File: config.mk
export PLATFORM = sky130hd
export DESIGN_NAME = rhs_result_regs
export DESIGN_NICKNAME = d
export VERILOG_FILES = /design/src/core/rhs_pkg.sv /design/src/core/rhs_peak_track.sv /design/src/core/rhs_result_regs.sv
export SDC_FILE = /design/constraint.sdc
export NUM_CORES = 1
export LEC_CHECK = 0
export BUFFER_PORTS_ARGS = -buffer_cell sky130_fd_sc_hd__buf_2
export CORE_ASPECT_RATIO = 0.8
export CORE_MARGIN = 2
export CORE_UTILIZATION = 43
export CTS_CLUSTER_DIAMETER = 60
export DETAILED_ROUTE_END_ITERATION = 7
export PLACE_DENSITY = 0.7
export SKIP_CTS_REPAIR_TIMING = 1
export SYNTH_ARGS = -nofsm -noshare
export SYNTH_HDL_FRONTEND = slang
export SYNTH_SLANG_ARGS = --single-unit
File: constraint.sdc
create_clock -name clk -period 1.73 [get_ports clk]
set_input_delay 0.0865 -clock clk [delete_from_list [all_inputs] [get_ports clk]]
set_output_delay 0.0865 -clock clk [all_outputs]
set_load 0.01 [all_outputs]
File: src/core/rhs_pkg.sv
// Purpose: Shared constants and carrier types of the humidity result, event flag and alert register block
// Assumes: Byte-wide register port driven by the bus protocol engine; one clock domain
// Notes:   Offsets are byte register addresses seen through the auto-incrementing pointer
package rhs_pkg;

   ////////////////////////////////////////////////////////////////////////////////
   // Register offsets
   localparam logic [7:0] OFS_TEMP_LO   = 8'h00;
   localparam logic [7:0] OFS_TEMP_HI   = 8'h01;
   localparam logic [7:0] OFS_HUM_LO    = 8'h02;
   localparam logic [7:0] OFS_HUM_HI    = 8'h03;
   localparam logic [7:0] OFS_EVT       = 8'h04;
   localparam logic [7:0] OFS_TEMP_PEAK = 8'h05;
   localparam logic [7:0] OFS_HUM_PEAK  = 8'h06;
   localparam logic [7:0] OFS_MASK      = 8'h07;
   localparam logic [7:0] PTR_STEP      = 8'h01;

   ////////////////////////////////////////////////////////////////////////////////
   // Reset values
   localparam logic [7:0]  RST_BYTE     = 8'h00;
   localparam logic [15:0] RST_HUM      = 16'h0000;
   localparam logic [4:0]  RST_FLAGS    = 5'h00;

   ////////////////////////////////////////////////////////////////////////////////
   // Flag field layout: status and mask share bits 7..3, bits 2..0 reserved
   localparam int         FLAG_W        = 5;
   localparam int         FLAG_LSB      = 3;
   localparam int         FLAG_MSB      = 7;
   localparam logic [2:0] RSVD_ZERO     = 3'h0;
   localparam int         EVT_DRDY      = 4;
   localparam int         EVT_TH        = 3;
   localparam int         EVT_TL        = 2;
   localparam int         EVT_HH        = 1;
   localparam int         EVT_HL        = 0;

   ////////////////////////////////////////////////////////////////////////////////
   // Carrier types
   typedef struct packed {
      logic        temp_valid;
      logic        hum_valid;
      logic [15:0] temp_code;
      logic [15:0] hum_code;
   } rhs_conv_s;

   typedef struct packed {
      logic [7:0] temp_low;
      logic [7:0] temp_high;
      logic [7:0] rh_low;
      logic [7:0] rh_high;
   } rhs_thr_s;

   typedef struct packed {
      logic soft_reset;
      logic alert_pin_global_enable;
      logic int_pol;
      logic int_mode;
      logic oneshot_mode;
   } rhs_cfg_s;

endpackage : rhs_pkg

File: src/core/rhs_peak_track.sv
// Purpose: Eight-bit peak detector holding the largest sample seen since reset
// Assumes: Synchronous active-low reset; clr acts as a software reset
// Notes:   Updates only while enabled and only on a strictly higher sample
`timescale 1ns/1ns
module rhs_peak_track (
   input  wire logic       clk,
   input  wire logic       resetn,
   input  wire logic       clr,
   input  wire logic       enable,
   input  wire logic       sample_valid,
   input  wire logic [7:0] sample,
   output logic      [7:0] peak
);

   logic [7:0] peak_r;
   logic [7:0] peak_nxt;

   always_comb begin
      peak_nxt = peak_r;
      if (enable && sample_valid && (sample > peak_r)) begin
         peak_nxt = sample;
      end
   end

   always_ff @(posedge clk) begin
      if (!resetn || clr) begin
         peak_r <= rhs_pkg::RST_BYTE;
      end else begin
         peak_r <= peak_nxt;
      end
   end

   assign peak = peak_r;

   chk_peak_never_falls : assert property (@(posedge clk) disable iff (!resetn || clr)
      1'b1 |=> peak_r >= $past(peak_r))
      else $error("Peak value decreased");

   chk_peak_takes_higher : assert property (@(posedge clk) disable iff (!resetn || clr)
      enable && sample_valid && (sample > peak_r) |=> peak_r == $past(sample))
      else $error("Peak did not take higher sample");

   chk_peak_idle_hold : assert property (@(posedge clk) disable iff (!resetn || clr)
      !enable |=> $stable(peak_r))
      else $error("Peak changed while disabled");

endmodule : rhs_peak_track

File: src/core/rhs_result_regs.sv
// Purpose: Humidity result, event flags, peak values and alert mask behind the byte register port
// Assumes: Byte port strobes come from the bus protocol engine; conversion results arrive as one-cycle pulses
// Notes:   Read data appears one cycle after the read strobe; pointer advances on every data byte
`timescale 1ns/1ns
module rhs_result_regs (
   input  wire logic                clk,
   input  wire logic                resetn,
   input  wire rhs_pkg::rhs_conv_s  conv,
   input  wire rhs_pkg::rhs_thr_s   thr,
   input  wire rhs_pkg::rhs_cfg_s   cfg,
   input  wire logic                ptr_load,
   input  wire logic [7:0]          ptr_data,
   output logic                     ptr_hit,
   input  wire logic                rd_stb,
   output logic                     rd_valid,
   output logic      [7:0]          rd_data,
   input  wire logic                wr_stb,
   input  wire logic [7:0]          wr_data,
   output logic                     wr_ack,
   output logic                     alert_pin
);

   ////////////////////////////////////////////////////////////////////////////////
   // Address decode helpers
   function automatic logic is_result_ofs(input logic [7:0] a);
      return (a == rhs_pkg::OFS_TEMP_LO) || (a == rhs_pkg::OFS_TEMP_HI) ||
             (a == rhs_pkg::OFS_HUM_LO)  || (a == rhs_pkg::OFS_HUM_HI);
   endfunction : is_result_ofs

   function automatic logic is_own_ofs(input logic [7:0] a);
      return is_result_ofs(a) || (a == rhs_pkg::OFS_EVT) || (a == rhs_pkg::OFS_TEMP_PEAK) ||
             (a == rhs_pkg::OFS_HUM_PEAK) || (a == rhs_pkg::OFS_MASK);
   endfunction : is_own_ofs

   logic                      srst;
   logic [7:0]                ptr_r;
   logic [7:0]                ptr_nxt;
   logic [15:0]               hum_r;
   logic [15:0]               hum_nxt;
   logic [rhs_pkg::FLAG_W-1:0] evt_r;
   logic [rhs_pkg::FLAG_W-1:0] evt_nxt;
   logic [rhs_pkg::FLAG_W-1:0] mask_r;
   logic [rhs_pkg::FLAG_W-1:0] mask_nxt;
   logic [rhs_pkg::FLAG_W-1:0] upd;
   logic [rhs_pkg::FLAG_W-1:0] cond;
   logic [rhs_pkg::FLAG_W-1:0] clr;
   logic [7:0]                rd_data_r;
   logic [7:0]                rd_data_nxt;
   logic                      rd_valid_r;
   logic                      alert_r;
   logic                      alert_nxt;
   logic                      src_any;
   logic [7:0]                temp_peak;
   logic [7:0]                hum_peak;
   logic                      rd_evt;
   logic                      mask_wr;

   assign srst    = !resetn || cfg.soft_reset;
   assign ptr_hit = is_own_ofs(ptr_data);
   assign rd_evt  = rd_stb && (ptr_r == rhs_pkg::OFS_EVT);
   assign mask_wr = wr_stb && (ptr_r == rhs_pkg::OFS_MASK);
   assign wr_ack  = mask_wr;

   ////////////////////////////////////////////////////////////////////////////////
   // Register pointer
   always_comb begin
      ptr_nxt = ptr_r;
      if (ptr_load) begin
         ptr_nxt = ptr_data;
      end else if (rd_stb || wr_stb) begin
         ptr_nxt = 8'(ptr_r + rhs_pkg::PTR_STEP);
      end
   end

   always_ff @(posedge clk) begin
      if (srst) begin
         ptr_r <= rhs_pkg::RST_BYTE;
      end else begin
         ptr_r <= ptr_nxt;
      end
   end

   ////////////////////////////////////////////////////////////////////////////////
   // Humidity result
   always_comb begin
      hum_nxt = hum_r;
      if (conv.hum_valid) begin
         hum_nxt = conv.hum_code;
      end
   end

   always_ff @(posedge clk) begin
      if (srst) begin
         hum_r <= rhs_pkg::RST_HUM;
      end else begin
         hum_r <= hum_nxt;
      end
   end

   ////////////////////////////////////////////////////////////////////////////////
   // Event flags
   always_comb begin
      upd                    = '0;
      cond                   = '0;
      clr                    = '0;
      evt_nxt                = evt_r;
      upd[rhs_pkg::EVT_DRDY] = conv.temp_valid || conv.hum_valid;
      cond[rhs_pkg::EVT_DRDY] = 1'b1;
      upd[rhs_pkg::EVT_TH]   = conv.temp_valid;
      upd[rhs_pkg::EVT_TL]   = conv.temp_valid;
      upd[rhs_pkg::EVT_HH]   = conv.hum_valid;
      upd[rhs_pkg::EVT_HL]   = conv.hum_valid;
      cond[rhs_pkg::EVT_TH]  = conv.temp_code[15:8] > thr.temp_high;
      cond[rhs_pkg::EVT_TL]  = conv.temp_code[15:8] < thr.temp_low;
      cond[rhs_pkg::EVT_HH]  = conv.hum_code[15:8] > thr.rh_high;
      cond[rhs_pkg::EVT_HL]  = conv.hum_code[15:8] < thr.rh_low;
      if (rd_evt) begin
         clr = '1;
      end
      if (rd_stb && is_result_ofs(ptr_r)) begin
         clr[rhs_pkg::EVT_DRDY] = 1'b1;
      end
      for (int i = 0; i < rhs_pkg::FLAG_W; i++) begin
         if (cfg.int_mode && (i != rhs_pkg::EVT_DRDY) && upd[i]) begin
            evt_nxt[i] = cond[i];
         end else begin
            evt_nxt[i] = (evt_r[i] && !clr[i]) || (upd[i] && cond[i]);
         end
      end
   end

   always_ff @(posedge clk) begin
      if (srst) begin
         evt_r <= rhs_pkg::RST_FLAGS;
      end else begin
         evt_r <= evt_nxt;
      end
   end

   ////////////////////////////////////////////////////////////////////////////////
   // Alert mask
   always_comb begin
      mask_nxt = mask_r;
      if (mask_wr) begin
         mask_nxt = wr_data[rhs_pkg::FLAG_MSB:rhs_pkg::FLAG_LSB];
      end
   end

   always_ff @(posedge clk) begin
      if (srst) begin
         mask_r <= rhs_pkg::RST_FLAGS;
      end else begin
         mask_r <= mask_nxt;
      end
   end

   ////////////////////////////////////////////////////////////////////////////////
   // Peak detectors, one-shot mode only
   rhs_peak_track u_temp_peak (
      .clk          (clk),
      .resetn       (resetn),
      .clr          (cfg.soft_reset),
      .enable       (cfg.oneshot_mode),
      .sample_valid (conv.temp_valid),
      .sample       (conv.temp_code[15:8]),
      .peak         (temp_peak)
   );

   rhs_peak_track u_hum_peak (
      .clk          (clk),
      .resetn       (resetn),
      .clr          (cfg.soft_reset),
      .enable       (cfg.oneshot_mode),
      .sample_valid (conv.hum_valid),
      .sample       (conv.hum_code[15:8]),
      .peak         (hum_peak)
   );

   ////////////////////////////////////////////////////////////////////////////////
   // Read data
   always_comb begin
      rd_data_nxt = rd_data_r;
      if (rd_stb) begin
         unique case (ptr_r)
            rhs_pkg::OFS_HUM_LO:    rd_data_nxt = hum_r[7:0];
            rhs_pkg::OFS_HUM_HI:    rd_data_nxt = hum_r[15:8];
            rhs_pkg::OFS_EVT:       rd_data_nxt = {evt_r, rhs_pkg::RSVD_ZERO};
            rhs_pkg::OFS_TEMP_PEAK: rd_data_nxt = temp_peak;
            rhs_pkg::OFS_HUM_PEAK:  rd_data_nxt = hum_peak;
            rhs_pkg::OFS_MASK:      rd_data_nxt = {mask_r, rhs_pkg::RSVD_ZERO};
            default:                rd_data_nxt = rhs_pkg::RST_BYTE;
         endcase
      end
   end

   always_ff @(posedge clk) begin
      if (srst) begin
         rd_data_r  <= rhs_pkg::RST_BYTE;
         rd_valid_r <= 1'b0;
      end else begin
         rd_data_r  <= rd_data_nxt;
         rd_valid_r <= rd_stb;
      end
   end

   assign rd_data  = rd_data_r;
   assign rd_valid = rd_valid_r;

   ////////////////////////////////////////////////////////////////////////////////
   // Alert pin
   always_comb begin
      src_any   = cfg.alert_pin_global_enable && |(evt_r & mask_r);
      alert_nxt = cfg.int_pol ? src_any : !src_any;
   end

   always_ff @(posedge clk) begin
      if (srst) begin
         alert_r <= 1'b1;
      end else begin
         alert_r <= alert_nxt;
      end
   end

   assign alert_pin = alert_r;

   ////////////////////////////////////////////////////////////////////////////////
   // Checks
   chk_drdy_sets : assert property (@(posedge clk) disable iff (srst)
      conv.hum_valid |=> evt_r[rhs_pkg::EVT_DRDY] && hum_r == $past(conv.hum_code))
      else $error("Data-ready or humidity not captured");

   chk_drdy_result_clr : assert property (@(posedge clk) disable iff (srst)
      rd_stb && is_result_ofs(ptr_r) && !conv.temp_valid && !conv.hum_valid |=> !evt_r[rhs_pkg::EVT_DRDY])
      else $error("Data-ready not cleared by result read");

   chk_status_rd_clr : assert property (@(posedge clk) disable iff (srst)
      rd_evt && !conv.temp_valid && !conv.hum_valid |=> evt_r == rhs_pkg::RST_FLAGS)
      else $error("Flags not cleared by status read");

   chk_temp_high_flag : assert property (@(posedge clk) disable iff (srst)
      conv.temp_valid && (conv.temp_code[15:8] > thr.temp_high) |=> evt_r[rhs_pkg::EVT_TH])
      else $error("Temperature high flag missed");

   chk_rh_low_flag : assert property (@(posedge clk) disable iff (srst)
      conv.hum_valid && (conv.hum_code[15:8] < thr.rh_low) |=> evt_r[rhs_pkg::EVT_HL])
      else $error("Humidity low flag missed");

   chk_ptr_advance : assert property (@(posedge clk) disable iff (srst)
      (rd_stb || wr_stb) && !ptr_load |=> ptr_r == 8'($past(ptr_r) + rhs_pkg::PTR_STEP))
      else $error("Pointer did not advance");

   chk_ro_refused : assert property (@(posedge clk) disable iff (srst)
      wr_stb && (ptr_r != rhs_pkg::OFS_MASK) |-> !wr_ack ##1 $stable(mask_r))
      else $error("Read-only write accepted");

   chk_status_rsvd : assert property (@(posedge clk) disable iff (srst)
      rd_stb |=> rd_valid && ((rd_data[2:0] == rhs_pkg::RSVD_ZERO) ||
                 (($past(ptr_r) != rhs_pkg::OFS_EVT) && ($past(ptr_r) != rhs_pkg::OFS_MASK))))
      else $error("Reserved bits not zero");

   chk_alert_gated : assert property (@(posedge clk) disable iff (srst)
      !cfg.alert_pin_global_enable ##1 !$past(srst) |-> alert_pin == !$past(cfg.int_pol))
      else $error("Alert active while globally disabled");

   chk_alert_src : assert property (@(posedge clk) disable iff (srst)
      cfg.alert_pin_global_enable && cfg.int_pol && (evt_r & mask_r) != '0 |=> alert_pin)
      else $error("Enabled source did not raise alert");

   cov_status_read : cover property (@(posedge clk) disable iff (srst)
      evt_r != '0 ##1 rd_evt);

   cov_alert_high : cover property (@(posedge clk) disable iff (srst)
      cfg.int_pol && alert_pin);

   cov_burst_read : cover property (@(posedge clk) disable iff (srst)
      rd_stb ##1 rd_stb ##1 rd_stb);

   cov_mask_write : cover property (@(posedge clk) disable iff (srst)
      mask_wr && wr_data != rhs_pkg::RST_BYTE);

endmodule : rhs_result_regs

==> results.cfg <==
[outcome]
status = finished with violations
violations = hold timing, setup timing

[drt]
routed_wirelength_mm = 10.9
drt_iter0_drc = 279
wl_per_cell_microns = 15.3
vias = 3878
via_per_inst = 5.45
drt-pass1-iter-count = 5
detail-route-antenna-nets = 0
drc_errors = 0

[cts]
cts_sinks = 60
cts_tree = built
htreeDepth = 3
clk_pin_slew_ps = 80
clockBufferDepth = 2
cts_made_buffers = 9
clockRootBuffer = clkbuf_8
clk_latency_ps = 350

[layout]
final_core_util_pct = 61.4
final_area_sq_mm = 0.00528
nets = 737
n_antenna_cell = 0
fill_cells = 734
synthToLayoutAreaGrowth_pct = 37.4
multi_input_area_sq_mm = 0.00264
drive_gt1_share_pct = 33.0
stdcell_count = 712
seqCellArea_sq_mm = 0.00121

[global_routing]
gr-usage-met1_pct = 31.5
antenna_found_initial = 0
gr-total-overflow = 0
met3_usage_pct = 4.34
grtUsageTotal_pct = 22.4
grt_util_met2_pct = 35.4
grt_pass1_vias = 3613
busiest_layer = met2
grt_pass1_wl_mm = 16.9
grt_max_degree = 37

[critical_path]
reg2reg_depth = 6
worstPathMaxFanout = 6
path_class = reg -> out
critPathLaunchType = register
end_kind = output port
arrival_ps = 1790
worstPathRequired_ps = 1640

[sta]
relSlewSlack_pct = 74.0
hold_ws_ps = -30.0
layout_worst_path_cycle_share_pct = 108
setup_viol = 6
setup_slack_ps = -146
finClkSkew_ps = 11.7
rsz0062_at_grt = true
worst_pin_slew_ps = 388
hold_violations = 6
drv_slew = 0
post-route-min-period_ps = 1880
fmax_mhz = 533

[power_and_ir_drop]
p_clk_share_pct = 37.9
power.leakage_nw = 2.34
intPower_mw = 2.44
power_density_mw_per_mm2 = 656
ir_drop_mv = 0.377
switching_share_pct = 29.7
combPwrFrac_pct = 20.3
p_sw_mw = 1.03
seq_power_share_pct = 41.7

[place]
dp_cells = 680
dp_hpwl_mm = 8.12
gp_congestion = 0.870
portBuffers = 92
place_area_sq_mm = 0.00464

[job]
cap_violations = 0

[floorplanning]
dieArea_sq_mm = 0.00972
die_x_microns = 110
pin_count = 104
die_y_microns = 88.6
initial_core_util_pct = 44.7
core_sq_mm = 0.00860
rows = 30

[synth]
syn_inst = 462
synth_area_sq_mm = 0.00384
synth_cell_types = 42
synth.avg_cell_area_sq_um = 8.32
synth_nets = 604
synthArstFlopShare_pct = 0
seq_area_frac_synth_pct = 31.3
yosys_warnings = 0
ys.flop_type = dfxtp_1
synth_edf_count = 0
ys_ff_latch = 60

[worst_hold_path]
worstHoldPathType = in -> reg
hold_path_depth = 3
-- through the flow --
step	worst slack, ps	setup TNS, ps	hold WS [ps]	power, mW
4_1_cts	-349	-5490	-41.6	3.37
3_3_place_gp	-150	-2520	320	2.05
5_1_grt	-194	-899	0.491	3.63
3_5_place_dp	-351	-4900	325	2.07
2_1_floorplan	8.77	0	212	1.81
6_report	-146	-360	-30.0	3.46
-- cells in the mapped netlist (all sizes together) (2+ instances only) --
library cell  number  area, sq um
a22oi              4         30.0
o221ai             2         17.5
nor3               3         15.0
a221o              2         20.0
a222oi             6         60.1
o211ai             2         15.0
mux2i             21          210
o2111ai            3         26.3
nand4             10         62.6
nand4b             2         17.5
inv               47          176
o21ai             34          170
xor2               2         17.5
nor2b              4         25.0
a221oi             6         52.6
nand2             21         78.8
nor2              38          143
and4               5         43.8
dfxtp             60         1200
or4                2         18.8
or3                3         18.8
nand2b             9         56.3
buf                5         23.8
o21a               3         22.5
a21o               9         67.6
nand3             21          105
xnor2              5         43.8
o2111a             4         45.0
a21oi             45          225
clkbuf            19         71.3
a211oi             7         52.6
and3               2         12.5
ha                50          626
-- worst max-delay path, stage by stage (launching register included) --
cell	delay, ps
dfxtp_2	330
or4_4	570
nor2_4	100
and4_1	210
buf_6	130
buf_6	100
-- path summary, 6_finish.rpt --
kind | to | from | slack [ps]
worst max-delay path | wr_ack | ptr_r[3] | -150
worst min register to register | rd_data[1] | rd_data[1] | 460
worst min-delay path | hum_r[2] | conv[2] | -30
worst max register to register | rd_data[1] | ptr_r[3] | -70
-- cells in the final DEF, fill, tap and decap left out, drive strengths merged, types with 2 or more instances in the layout --
cell | synthesis | final
and4 | 5 | 5
a211oi | 7 | 7
o211ai | 2 | 2
nand4 | 10 | 10
nor2b | 4 | 4
nand3 | 21 | 21
xor2 | 2 | 2
nand2 | 21 | 21
a222oi | 6 | 6
nand4b | 2 | 2
or4 | 2 | 2
clkinvlp | 0 | 2
a21o | 9 | 9
clkbuf | 19 | 9
a221oi | 6 | 6
xnor2 | 5 | 5
o2111a | 4 | 4
dfxtp | 60 | 60
a221o | 2 | 2
a22oi | 4 | 4
nor3 | 3 | 3
buf | 5 | 134
nand2b | 9 | 9
dlygate4sd3 | 0 | 12
or3 | 3 | 3
o2111ai | 3 | 3
mux2i | 21 | 21
o21ai | 34 | 34
ha | 50 | 50
o21a | 3 | 3
o221ai | 2 | 2
inv | 47 | 51
a21oi | 45 | 45
nor2 | 38 | 38
and3 | 2 | 2
-- flip-flops by register name, indices dropped and copies added, names as in the netlist --
| signal | cells |
|---|---|
| evt_r | 5 |
| ptr_r | 8 |
| hum_r | 16 |
| u_hum_peak.peak | 8 |
| alert_pin | 1 |
| mask_r | 5 |
| rd_data | 8 |
| rd_valid | 1 |
| u_temp_peak.peak | 8 |
-- per-layer routing --
metal	wire length (microns)	share of wire [%]	vias to the layer above
met5	0	0	-
met4	129	1.2	0
met3	648	5.9	14
met2	5000	46	126
met1	5150	47	1797
li1	-	-	1941
-- power by group through the flow --
stage,combinational [mW],clock (mW),sequential [mW]
floorplan,0.338,0,1.47
global placement,0.580,0,1.47
detailed placement,0.597,0,1.47
CTS,0.600,1.33,1.44
global route,0.787,1.39,1.45
finish,0.705,1.31,1.45
-- final cells by class --
class | instances | area share, %
tap | 112 | 2.65
clock inverter | 7 | 1.52
multi-input combinational | 331 | 50.0
clock buffer | 9 | 2.35
inverter | 47 | 3.34
sequential | 60 | 23.0
timing repair buffer | 146 | 17.2
-- cell families (layout without fill, tap and decap cells) --
logic type      Yosys count  in the layout  synth area share, %
buf+inv                  71            209                 7.06
mux                      21             21                 5.47
fa+ha+maj                50             50                 16.3
flops                    60             60                 31.2
compound gates          131            131                 22.2
simple gates            122            122                 16.2
xor+xnor                  7              7                 1.60
No activity file was read; power rests on OpenSTA's default activity.
